[config.mk]
export PLATFORM = sky130hd
export DESIGN_NAME = count16_timer
export DESIGN_NICKNAME = d
export VERILOG_FILES = /design/src/rtl/count16_pkg.sv /design/src/rtl/prescale_div.sv /design/src/rtl/count16_timer.sv
export SDC_FILE = /design/constraint.sdc
export NUM_CORES = 1
export LEC_CHECK = 0
export BUFFER_PORTS_ARGS = -buffer_cell sky130_fd_sc_hd__buf_2
export CORE_MARGIN = 3
export CORE_UTILIZATION = 53
export CTS_BUF_LIST = sky130_fd_sc_hd__clkbuf_8 sky130_fd_sc_hd__clkbuf_16
export DETAILED_ROUTE_END_ITERATION = 7
export GPL_ROUTABILITY_DRIVEN = 0
export GPL_TIMING_DRIVEN = 0
export PLACE_DENSITY = 0.81
export REMOVE_ABC_BUFFERS = 1
export SLEW_MARGIN = 20
export SYNTH_ARGS = -nofsm -noshare
export SYNTH_HDL_FRONTEND = slang
export SYNTH_SLANG_ARGS = --single-unit
[constraint.sdc]
create_clock -name sys_clk -period 5.7 [get_ports sys_clk]
set_input_delay 0.855 -clock sys_clk [delete_from_list [all_inputs] [get_ports sys_clk]]
set_output_delay 0.855 -clock sys_clk [all_outputs]
set_load 0.01 [all_outputs]
[src/rtl/count16_pkg.sv]
// Package with register map, field layout and constants of the 16-bit counter
// ============================================================================
// Behaviour
// 16-bit count in two bytes, wraps
// Both count bytes readable and writable
// Run bit starts, stops, keeps count
// Internal source advances once per cycle/4
// External source counts rising pin edges
// Two-bit prescale 1, 2, 4, 8
// Sync bypass bit chooses synchroniser path; code always syncs the pin, bit only blocks trigger reset
// Crystal enable powers osc, pins input
// Falling edge needed before first count
// Crystal keeps running during sleep
// Software waits for crystal start-up
// Wrap sets sticky overflow flag
// Enable bit gates overflow interrupt
// Compare trigger mode 1011 clears count
// Trigger reset only in synced modes
// Software write beats trigger reset
// Compare pair acts as period
// Trigger clear never sets overflow flag
// Count byte write clears prescaler
package count16_pkg;

  // ==========================================================================
  // Register offsets (byte addresses = 4 * index)
  localparam logic [7:0] IDX_IRQ_FLAGS   = 8'h0C;
  localparam logic [7:0] IDX_COUNT_LOW   = 8'h0E;
  localparam logic [7:0] IDX_COUNT_HIGH  = 8'h0F;
  localparam logic [7:0] IDX_CONTROL     = 8'h10;
  localparam logic [7:0] IDX_IRQ_ENABLES = 8'h8C;
  localparam logic [9:0] ADDR_IRQ_FLAGS   = {IDX_IRQ_FLAGS, 2'b00};
  localparam logic [9:0] ADDR_COUNT_LOW   = {IDX_COUNT_LOW, 2'b00};
  localparam logic [9:0] ADDR_COUNT_HIGH  = {IDX_COUNT_HIGH, 2'b00};
  localparam logic [9:0] ADDR_CONTROL     = {IDX_CONTROL, 2'b00};
  localparam logic [9:0] ADDR_IRQ_ENABLES = {IDX_IRQ_ENABLES, 2'b00};

  // ==========================================================================
  // Field positions
  localparam int RUN_BIT     = 0;
  localparam int SRC_BIT     = 1;
  localparam int BYPASS_BIT  = 2;
  localparam int XTAL_BIT    = 3;
  localparam int PRE_LSB     = 4;
  localparam int OVF_BIT     = 0;

  // ==========================================================================
  // Reset values and counts
  localparam logic [7:0]  CONTROL_RST   = 8'h00;
  localparam logic [7:0]  FLAGS_RST     = 8'h00;
  localparam logic [7:0]  ENABLES_RST   = 8'h00;
  localparam logic [15:0] COUNT_RST     = 16'h0000;
  localparam logic [15:0] COUNT_MAX     = 16'hFFFF;
  localparam logic [1:0]  INSTR_DIV_MAX = 2'h3;
  localparam logic [3:0]  TRIGGER_MODE  = 4'hB;

  // Control register fields
  typedef struct packed {
    logic [1:0] unused;
    logic [1:0] prescaleSelect;
    logic       crystalOscEnable;
    logic       syncBypass;
    logic       clockSourceSelect;
    logic       runControl;
  } control_t;

  // Compare unit trigger inputs
  typedef struct packed {
    logic [3:0] modeField;
    logic       matchPulse;
  } compare_t;

endpackage : count16_pkg

[src/rtl/prescale_div.sv]
// Prescaler that divides count ticks by 1, 2, 4 or 8
`timescale 1ns/1ps
module prescale_div (
  // Clock and reset
  input  wire logic       sys_clk,
  input  wire logic       rstSync_b,
  // Control
  input  wire logic [1:0] prescaleSelect,
  input  wire logic       clearPhase,
  input  wire logic       tickIn,
  // Result
  output logic            tickOut
);

  logic [2:0] phase_ff;

  // Phase counter, restarted on count write
  always_ff @(posedge sys_clk or negedge rstSync_b) begin
    if (!rstSync_b) begin
      phase_ff <= 3'h0;
    end else if (clearPhase) begin
      phase_ff <= 3'h0;
    end else if (tickIn) begin
      phase_ff <= phase_ff + 3'h1;
    end
  end

  // Pass a tick when the low phase bits are all ones
  always_comb begin
    unique case (prescaleSelect)
      2'h0:    tickOut = tickIn;
      2'h1:    tickOut = tickIn && (phase_ff[0] == 1'b1);
      2'h2:    tickOut = tickIn && (phase_ff[1:0] == 2'h3);
      2'h3:    tickOut = tickIn && (phase_ff == 3'h7);
    endcase
  end

endmodule : prescale_div

[src/rtl/count16_timer.sv]
// Top of the 16-bit timer/counter with APB register slave
`timescale 1ns/1ps
module count16_timer (
  // Clock and reset
  input  wire logic        sys_clk,
  input  wire logic        rst_b,
  // APB slave
  input  wire logic        psel,
  input  wire logic        penable,
  input  wire logic        pwrite,
  input  wire logic [11:0] paddr,
  input  wire logic [31:0] pwdata,
  output logic             pready,
  output logic [31:0]      prdata,
  output logic             pslverr,
  // External count pin and compare units
  input  wire logic        externalCountInput,
  input  wire logic [3:0]  firstCompareMode,
  input  wire logic        firstCompareMatch,
  input  wire logic [3:0]  secondCompareMode,
  input  wire logic        secondCompareMatch,
  input  wire logic        converterEnable,
  // Outputs
  output logic             crystalOscRun,
  output logic             crystalPinsInput,
  output logic             conversionStart,
  output logic             overflowIrq
);

  // ==========================================================================
  // Reset release
  logic [1:0] rstPipe_ff;
  logic       rstSync_b;

  // Asynchronous assert, two-stage release
  always_ff @(posedge sys_clk or negedge rst_b) begin
    if (!rst_b) begin
      rstPipe_ff <= 2'b00;
    end else begin
      rstPipe_ff <= {rstPipe_ff[0], 1'b1};
    end
  end
  assign rstSync_b = rstPipe_ff[1];

  // ==========================================================================
  // Registers
  count16_pkg::control_t control_ff;
  logic [7:0]  flags_ff;
  logic [7:0]  enables_ff;
  logic [15:0] count_ff;
  logic [15:0] nxt_count;
  logic [9:0]  addr;
  logic        wrXfer;
  logic        rdXfer;
  logic        wrLow;
  logic        wrHigh;
  logic        wrCount;
  logic        mapped;

  assign addr    = paddr[9:0];
  assign mapped  = (paddr[11:10] == 2'b00) &&
                   (addr == count16_pkg::ADDR_IRQ_FLAGS ||
                    addr == count16_pkg::ADDR_COUNT_LOW ||
                    addr == count16_pkg::ADDR_COUNT_HIGH ||
                    addr == count16_pkg::ADDR_CONTROL ||
                    addr == count16_pkg::ADDR_IRQ_ENABLES);
  assign wrXfer  = psel && penable && pwrite && mapped;
  assign rdXfer  = psel && penable && !pwrite && mapped;
  assign wrLow   = wrXfer && (addr == count16_pkg::ADDR_COUNT_LOW);
  assign wrHigh  = wrXfer && (addr == count16_pkg::ADDR_COUNT_HIGH);
  assign wrCount = wrLow || wrHigh;

  // Zero-wait APB answer, error on unmapped address
  assign pready  = 1'b1;
  assign pslverr = psel && penable && !mapped;

  // Control register
  always_ff @(posedge sys_clk or negedge rstSync_b) begin
    if (!rstSync_b) begin
      control_ff <= count16_pkg::CONTROL_RST;
    end else if (wrXfer && addr == count16_pkg::ADDR_CONTROL) begin
      control_ff <= {2'b00, pwdata[5:0]};
    end
  end

  // Interrupt enable register
  always_ff @(posedge sys_clk or negedge rstSync_b) begin
    if (!rstSync_b) begin
      enables_ff <= count16_pkg::ENABLES_RST;
    end else if (wrXfer && addr == count16_pkg::ADDR_IRQ_ENABLES) begin
      enables_ff <= pwdata[7:0];
    end
  end

  // ==========================================================================
  // Instruction cycle enable: system clock divided by four
  logic [1:0] instrDiv_ff;
  logic       instrTick;

  always_ff @(posedge sys_clk or negedge rstSync_b) begin
    if (!rstSync_b) begin
      instrDiv_ff <= 2'h0;
    end else begin
      instrDiv_ff <= instrDiv_ff + 2'h1;
    end
  end
  assign instrTick = (instrDiv_ff == count16_pkg::INSTR_DIV_MAX);

  // ==========================================================================
  // External pin: two flip-flops, then edge detection
  logic [1:0] pinSync_ff;
  logic       pinPrev_ff;
  logic       pinRise;
  logic       pinFall;
  logic       armed_ff;
  logic       extMode;

  always_ff @(posedge sys_clk or negedge rstSync_b) begin
    if (!rstSync_b) begin
      pinSync_ff <= 2'b00;
      pinPrev_ff <= 1'b0;
    end else begin
      pinSync_ff <= {pinSync_ff[0], externalCountInput};
      pinPrev_ff <= pinSync_ff[1];
    end
  end
  assign pinRise = pinSync_ff[1] && !pinPrev_ff;
  assign pinFall = !pinSync_ff[1] && pinPrev_ff;
  assign extMode = control_ff.clockSourceSelect;

  // Arm counting only after a falling edge once enabled
  always_ff @(posedge sys_clk or negedge rstSync_b) begin
    if (!rstSync_b) begin
      armed_ff <= 1'b0;
    end else if (!control_ff.runControl || !extMode) begin
      armed_ff <= 1'b0;
    end else if (pinFall) begin
      armed_ff <= 1'b1;
    end
  end

  // ==========================================================================
  // Tick selection and prescaling
  logic rawTick;
  logic countTick;

  // Both external paths are sampled on sys_clk here; the bypass bit only
  // changes whether the trigger reset is honoured
  assign rawTick = !control_ff.runControl ? 1'b0 :
                   extMode ? (pinRise && armed_ff) :
                   instrTick;

  prescale_div prescaler (
    .sys_clk        (sys_clk),
    .rstSync_b      (rstSync_b),
    .prescaleSelect (control_ff.prescaleSelect),
    .clearPhase     (wrCount),
    .tickIn         (rawTick),
    .tickOut        (countTick)
  );

  // ==========================================================================
  // Compare trigger
  logic asyncMode;
  logic trigFirst;
  logic trigSecond;
  logic trigClear;

  assign asyncMode  = extMode && control_ff.syncBypass;
  assign trigFirst  = firstCompareMatch &&
                      firstCompareMode == count16_pkg::TRIGGER_MODE;
  assign trigSecond = secondCompareMatch &&
                      secondCompareMode == count16_pkg::TRIGGER_MODE;
  // Trigger reset not honoured in asynchronous counter mode
  assign trigClear  = (trigFirst || trigSecond) && !asyncMode;

  // Analog conversion start from the second unit
  always_ff @(posedge sys_clk or negedge rstSync_b) begin
    if (!rstSync_b) begin
      conversionStart <= 1'b0;
    end else begin
      conversionStart <= trigSecond && converterEnable;
    end
  end

  // ==========================================================================
  // Count register
  logic wrapEvent;

  always_comb begin
    nxt_count = count_ff;
    if (countTick) begin
      nxt_count = count_ff + 16'h0001;
    end
    // A count write in the same cycle cancels the whole trigger clear
    if (trigClear && !wrCount) begin
      nxt_count = count16_pkg::COUNT_RST;
    end
    if (wrLow) begin
      nxt_count[7:0] = pwdata[7:0];
    end
    if (wrHigh) begin
      nxt_count[15:8] = pwdata[7:0];
    end
  end

  // Wrap only counts when no trigger or write replaces it
  assign wrapEvent = countTick && (count_ff == count16_pkg::COUNT_MAX) &&
                     !trigClear && !wrCount;

  always_ff @(posedge sys_clk or negedge rstSync_b) begin
    if (!rstSync_b) begin
      count_ff <= count16_pkg::COUNT_RST;
    end else begin
      count_ff <= nxt_count;
    end
  end

  // ==========================================================================
  // Flags: set wins over read clear
  always_ff @(posedge sys_clk or negedge rstSync_b) begin
    if (!rstSync_b) begin
      flags_ff <= count16_pkg::FLAGS_RST;
    end else begin
      if (rdXfer && addr == count16_pkg::ADDR_IRQ_FLAGS) begin
        flags_ff <= 8'h00;
      end else if (wrXfer && addr == count16_pkg::ADDR_IRQ_FLAGS) begin
        flags_ff <= pwdata[7:0];
      end
      if (wrapEvent) begin
        flags_ff[count16_pkg::OVF_BIT] <= 1'b1;
      end
    end
  end

  // Level interrupt gated by enable
  assign overflowIrq = |(flags_ff & enables_ff);

  // Crystal oscillator and pin direction override
  assign crystalOscRun    = control_ff.crystalOscEnable;
  assign crystalPinsInput = control_ff.crystalOscEnable;

  // ==========================================================================
  // Read data
  always_comb begin
    prdata = 32'h0000_0000;
    if (psel && !pwrite) begin
      unique case (addr)
        count16_pkg::ADDR_IRQ_FLAGS:   prdata = {24'h000000, flags_ff};
        count16_pkg::ADDR_COUNT_LOW:   prdata = {24'h000000, count_ff[7:0]};
        count16_pkg::ADDR_COUNT_HIGH:  prdata = {24'h000000, count_ff[15:8]};
        count16_pkg::ADDR_CONTROL:     prdata = {24'h000000, control_ff};
        count16_pkg::ADDR_IRQ_ENABLES: prdata = {24'h000000, enables_ff};
        default:                       prdata = 32'h0000_0000;
      endcase
    end
  end

endmodule : count16_timer

==> flow_metrics.py, run 1 <==
metrics = {
    "critical_path": {
        "critical_path_class": "input pin to output port",
        "critPathSlowestCell": "nor4b_2",
        "cp-start-kind": "input pin",
        "path_cells": "buf_2, nor4b_2, nor2_1, o41ai_1, nand3b_1, nor2_1, buf_2",
        "worstPathMaxFanout": 8,
        "cp_top_family": "simple AND/OR/NAND/NOR gates",
        "cp-end-kind": "output port",
        "cp.arrival_ns": 2.83,
        "cpPeakStageDelay_ns": 0.72,
        "cp_num_buf_inv": 2,
        "cp.required_ns": 4.85,
    },
    "sta": {
        "worst_slew_pin_slew_ns": 0.823,
        "setup_tns_ns": 0,
        "rsz0062_at_grt": "false",
        "period_share": 0.647,
        "max_slew_margin": 0.448,
        "finalSetupViolCount": 0,
        "min_period_ns": 3.69,
        "clock.fmax_ghz": 0.271,
        "holdWs_ns": 0.199,
        "hold_violations": 0,
        "drv_slew": 0,
        "skew_ns": 0.00868,
    },
    "clocking": {
        "cts_sinks": 50,
        "numCtsBuffers": 5,
        "clkLatencyLatePin_ns": 0.31,
        "clock-root-buffer": "clkbuf_8",
        "cts_resized": 0,
        "cts_tree": "done",
        "post_cts_buffers": 0,
        "ctsLongestPathBuffers": 2,
        "htreeDepth": 2,
        "clk_pin_slew_ns": 0.10,
        "hold_buffers": 0,
    },
    "drt": {
        "drt_wl_total_um": 7090,
        "wl_per_cell_um": 16.9,
        "viasPerCell": 5.90,
        "firstDrtPassIters": 5,
        "drc": 0,
        "drtIter0Drc": 221,
        "via_count": 2473,
        "ant_nets": 0,
    },
    "power": {
        "p_leak_nw": 1.51,
        "max-vdd-ir-drop_v": 0.000144,
        "p_per_area_nw_per_um2": 199,
    },
    "placed_design": {
        "portBuffers": 49,
        "hpwlAfterDp_um": 5110,
    },
    "layout": {
        "nets": 413,
        "area_growth_pct": 9.59,
        "antennaDiodeCount": 0,
        "layout-drive-gt1-share": 0.264,
    },
    "global_routing": {
        "met3_usage": 0.0355,
        "use_met1": 0.296,
        "grt_busiest_layer": "met2",
        "grt_util_met2": 0.360,
        "grt_overflow": 0,
        "grt_use_total": 0.221,
        "grt_pass1_wl_um": 11000,
        "grt_pass1_vias": 2276,
        "antenna_found_initial": 0,
        "grt_max_degree": 32,
    },
    "synth": {
        "synth_edf_count": 0,
        "syn_inst": 302,
        "ys.flop_type": "dfrtp_1",
        "synth_area_um2": 2990,
        "syn_avg_cell_area_um2": 9.90,
        "yosysWarnings": 0,
        "ys_seq_elements": 50,
        "seq_area_frac_synth": 0.419,
        "synth.distinct_cells": 47,
        "synthArstFlopShare": 1.00,
    },
    "floorplanning": {
        "rows": 26,
        "core_area_um2": 5270,
        "num_io_pins": 99,
        "die_w_um": 81.1,
        "die_h_um": 81.1,
        "die_area_um2": 6580,
        "start_util": 0.567,
    },
    "status": {
        "status": "finished clean",
    },
    "run": {
        "cap_violations": 0,
    },
    "min_path": {
        "hold_path_class": "register to asynchronous set/reset pin",
    },
}
==> report_power, final <==
group / switching, W / internal (W)
Sequential: 0.0000149 / 0.000365
Combinational: 0.0000374 / 0.0000244
Clock: 0.000127 / 0.0000850
==> per-stage QoR <==
stage / worst slack (ns) / power (W) / utilization / std cells / instance area [um^2]
floorplan: 2.59 / 0.000413 / - / 290 / 2820
global placement: 2.03 / 0.000443 / 0.599 / 409 / 3160
detailed placement: 2.00 / 0.000447 / 0.604 / 410 / 3180
CTS: 2.01 / 0.000654 / 0.620 / 418 / 3270
global route: 1.65 / 0.000673 / 0.622 / 419 / 3280
finish: 2.01 / 0.000653 / 0.622 / 419 / 3280
==> cell usage after synthesis, types with 2 or more instances <==
library cell,count,area share
dfrtp_1,50,0.42
nand2_1,37,0.046
buf_4,26,0.065
o21ai_0,24,0.040
nor2_1,21,0.026
xor2_1,15,0.044
mux2_2,14,0.053
nand4_1,14,0.029
nand3_1,9,0.015
a222oi_1,8,0.027
mux2_4,8,0.040
a22o_1,7,0.021
and3_1,6,0.013
a22oi_1,5,0.013
inv_1,5,0.0063
ha_1,4,0.017
mux2i_1,4,0.013
a21oi_1,3,0.0050
buf_2,3,0.0050
clkbuf_1,3,0.0038
nor4_1,3,0.0063
and2_1,2,0.0042
buf_1,2,0.0025
conb_1,2,0.0025
nor2b_1,2,0.0042
nor3_1,2,0.0033
nor3_2,2,0.0067
o21bai_1,2,0.0050
==> cells in the final DEF, fill, tap and decap left out, types with 8 or more instances in the layout <==
cell type	Yosys	layout
o21ai_0	24	24
conb_1	2	26
a222oi_1	8	8
nand2_1	37	37
mux2_4	8	8
mux2_2	14	14
nand4_1	14	14
nand3_1	9	9
xor2_1	15	15
buf_2	3	49
nor2_1	21	21
dfrtp_1	50	49
==> sequential cells by signal (all words and copies together) (netlist names) <==
name,count
armed_ff,1
control_ff,4
conversionStart,1
count_ff,16
crystalOscRun,1
enables_ff,8
extMode,1
flags_ff,8
instrDiv_ff,2
pinPrev_ff,1
pinSync_ff,2
prescaler.phase_ff,3
rstPipe_ff,2
==> cells by family after synthesis <==
kind of cell | synth area share
and+or+nand+nor | 0.201
AOI/OAI and AO/OA | 0.116
DFF | 0.419
buffers and inverters | 0.0921
muxes | 0.106
xor gates and xnor gates | 0.0469
adders and majority gates | 0.0167
other | 0.00251
==> path summary, 6_finish.rpt <==
check                                 startpoint       endpoint  slack [ns]  cells past startpoint
max reg2reg                prescaler.phase_ff[0]    flags_ff[0]        3.30                      8
min in group sys_clk               pinSync_ff[0]  pinSync_ff[1]        0.36                      0
max                                     paddr[9]      prdata[5]        2.01                      7
min                                rstPipe_ff[1]     pinPrev_ff        0.20                      0
min reg2reg                        rstPipe_ff[1]     pinPrev_ff        0.20                      0
max in group asynchronous          rstPipe_ff[1]   count_ff[12]        4.99                      1
==> final cells by class <==
type                    instances  area, um^2
multi-input cells             235        1560
fillers                       458        1990
repair buffers                 51         273
well taps                      70        87.6
clock inverters                 3        18.8
inverters                       5        18.8
clock buffers                   5        68.8
flip-flops and latches         50        1250
==> routing by layer <==
metal,share of wire,wire [um]
met3,0.072,513
met2,0.48,3390
met1,0.42,2970
met5,0,0
met4,0.030,211
(Power assumes the default switching activity.)
==> run 2, diff against run 1 <==
--- a/config.mk
+++ b/config.mk
@@ -7,12 +7,12 @@
 export LEC_CHECK = 0
 export BUFFER_PORTS_ARGS = -buffer_cell sky130_fd_sc_hd__buf_2
 export CORE_MARGIN = 3
-export CORE_UTILIZATION = 53
+export CORE_UTILIZATION = 46
 export CTS_BUF_LIST = sky130_fd_sc_hd__clkbuf_8 sky130_fd_sc_hd__clkbuf_16
 export DETAILED_ROUTE_END_ITERATION = 7
 export GPL_ROUTABILITY_DRIVEN = 0
 export GPL_TIMING_DRIVEN = 0
-export PLACE_DENSITY = 0.81
+export PLACE_DENSITY = 0.75
 export REMOVE_ABC_BUFFERS = 1
 export SLEW_MARGIN = 20
 export SYNTH_ARGS = -nofsm -noshare
==> constraint.sdc (replaced) <==
create_clock -name sys_clk -period 3 [get_ports sys_clk]
set_input_delay 0.45 -clock sys_clk [delete_from_list [all_inputs] [get_ports sys_clk]]
set_output_delay 0.45 -clock sys_clk [all_outputs]
set_load 0.01 [all_outputs]
==> flow_metrics.py, run 2 (same netlist as run 1, synthesis figures left out) <==
metrics = {
    "status": {
        "status": "finished clean",
    },
    "sta": {
        "hold_violations": 0,
        "period_share": 0.915,
        "finalSetupViolCount": 0,
        "skew_ns": 0.00662,
        "drv_slew": 0,
        "min_period_ns": 2.75,
        "max_slew_margin": 0.438,
        "rsz0062_at_grt": "false",
        "setup_ws_ns": 0.254,
        "worst_slew_pin_slew_ns": 0.839,
        "clock.fmax_ghz": 0.364,
    },
    "clocking": {
        "htreeDepth": 2,
        "cts_sinks": 50,
        "cts_tree": "done",
        "clk_pin_slew_ns": 0.09,
        "clock-root-buffer": "clkbuf_8",
        "ctsLongestPathBuffers": 2,
        "numCtsBuffers": 5,
        "clkLatencyLatePin_ns": 0.31,
    },
    "drt": {
        "firstDrtPassIters": 4,
        "wl_met3_um": 416,
        "drt_wl_total_um": 7120,
        "drc": 0,
        "viasPerCell": 5.59,
        "wl_per_cell_um": 16.7,
        "via_count": 2382,
        "dr_wl_met2_um": 3450,
        "ant_nets": 0,
        "drtIter0Drc": 218,
        "wl_met1_um": 3090,
        "maxUsedRoutingLayer": "met4",
    },
    "power": {
        "p_per_area_nw_per_um2": 375,
        "max-vdd-ir-drop_v": 0.000276,
        "p_leak_nw": 1.52,
    },
    "placed_design": {
        "hpwlAfterDp_um": 5320,
        "portBuffers": 49,
        "numPlacedInstances": 415,
        "post-place-ws_ns": -0.0731,
    },
    "critical_path": {
        "cp.required_ns": 2.55,
        "critical_path_class": "input pin to output port",
        "timing.critical_path.mode_cell": "buf_2",
        "cp_top_family": "simple AND/OR/NAND/NOR gates",
        "cp_num_buf_inv": 3,
        "path_depth": 7,
        "cp-start-kind": "input pin",
        "worstPathMaxFanout": 12,
        "cpPeakStageDelay_ns": 0.53,
        "critPathSlowestCell": "or4_4",
        "cp-end-kind": "output port",
        "reg2reg_depth": 8,
        "path_cells": "buf_2, or4_4, o41ai_1, nand3b_1, buf_4, nor2_1, buf_2",
        "cp.arrival_ns": 2.30,
    },
    "layout": {
        "layout-drive-gt1-share": 0.268,
        "reg_top3": "count_ff: 16 flops, enables_ff: 8 flops, flags_ff: 8 flops",
        "largest_reg_flops": 16,
        "top_register": "count_ff",
        "final_cell_mix": "dfrtp_1 (49), buf_2 (49), nand2_1 (37), conb_1 (26), o21ai_0 (24)",
        "nets": 415,
        "area_growth_pct": 10.8,
        "final_cells": 426,
        "fillCellCount": 552,
        "antennaDiodeCount": 0,
    },
    "min_path": {
        "hold_path_class": "register to asynchronous set/reset pin",
    },
    "floorplanning": {
        "die_w_um": 86.6,
        "rows": 28,
        "die_area_um2": 7500,
        "num_io_pins": 99,
        "core_area_um2": 6100,
        "start_util": 0.490,
        "die_h_um": 86.6,
    },
    "global_routing": {
        "grt_use_total": 0.197,
        "grt_max_degree": 30,
        "grt_pass1_wl_um": 11500,
        "antenna_found_initial": 0,
        "grt_overflow": 0,
        "grt_pass1_vias": 2293,
    },
    "run": {
        "cap_violations": 0,
    },
}
-- run 2: routing by layer --
metal / GRT usage / vias up
met3: 0.0323 / 15
met4: 0.0708 / 0
met2: 0.320 / 89
met5: 0 / -
li1: - / 1134
met1: 0.265 / 1144
-- run 2: worst register-to-register path, delay by kind of cell (launching register included) --
kind,cells,cell delay (ns)
multiplexers,1,0.07
flip-flops,1,0.41
AND/OR/NAND/NOR,2,0.66
adder cells (fa/ha/maj),2,0.35
AO/OA/AOI/OAI,2,0.59
buffers and inverters,1,0.31
-- run 2: layout make-up --
class / instances / area (um^2) / share of cell area
tap: 75 / 93.8 / 0.0283
sequential: 50 / 1250 / 0.378
timing repair buffer: 53 / 290 / 0.0877
inverter: 5 / 18.8 / 0.00567
clock inverter: 3 / 21.3 / 0.00642
clock buffer: 5 / 68.8 / 0.0208
multi-input combinational: 235 / 1570 / 0.473
-- run 2: power breakdown --
group	internal, W	total (W)	switching (W)	leakage (nW)
combinational	0.0000477	0.000120	0.0000720	0.816
sequential	0.000693	0.000721	0.0000281	0.664
clock	0.000164	0.000401	0.000236	0.0441
-- run 2: what timing repair did --
action                                  in CTS  in global routing
setup buffers                                0                  1
endpoints found under the setup margin       5                  2
hold buffers                                 1                  0
pin swaps                                    0                  1
gates resized for setup                      1                  0
hold endpoints to repair                     2                  0
-- run 2: metrics by stage --
step	instance area, um^2	utilization	power [W]	hold slack (ns)	TNS [ns]
after floorplan	2820	-	0.000785	0.154	0
after global placement	3160	0.519	0.000843	0.236	-0.0634
after detailed placement	3190	0.523	0.000851	0.233	-0.105
after CTS	3300	0.541	0.00125	0.242	0
after global routing	3310	0.543	0.00130	0.239	0
final	3310	0.543	0.00124	0.225	0
-- run 2: final timing paths --
path / from / slack, ns / endpoint
worst max-delay path: paddr[2] / 0.25 / prdata[0]
worst min-delay path: rstPipe_ff[1] / 0.23 / pinSync_ff[0]
worst max register to register: prescaler.phase_ff[0] / 0.50 / flags_ff[0]
worst min register to register: rstPipe_ff[1] / 0.23 / pinSync_ff[0]
max in group asynchronous: rstPipe_ff[1] / 2.27 / flags_ff[0]
min in group sys_clk: externalCountInput / 0.25 / pinSync_ff[0]
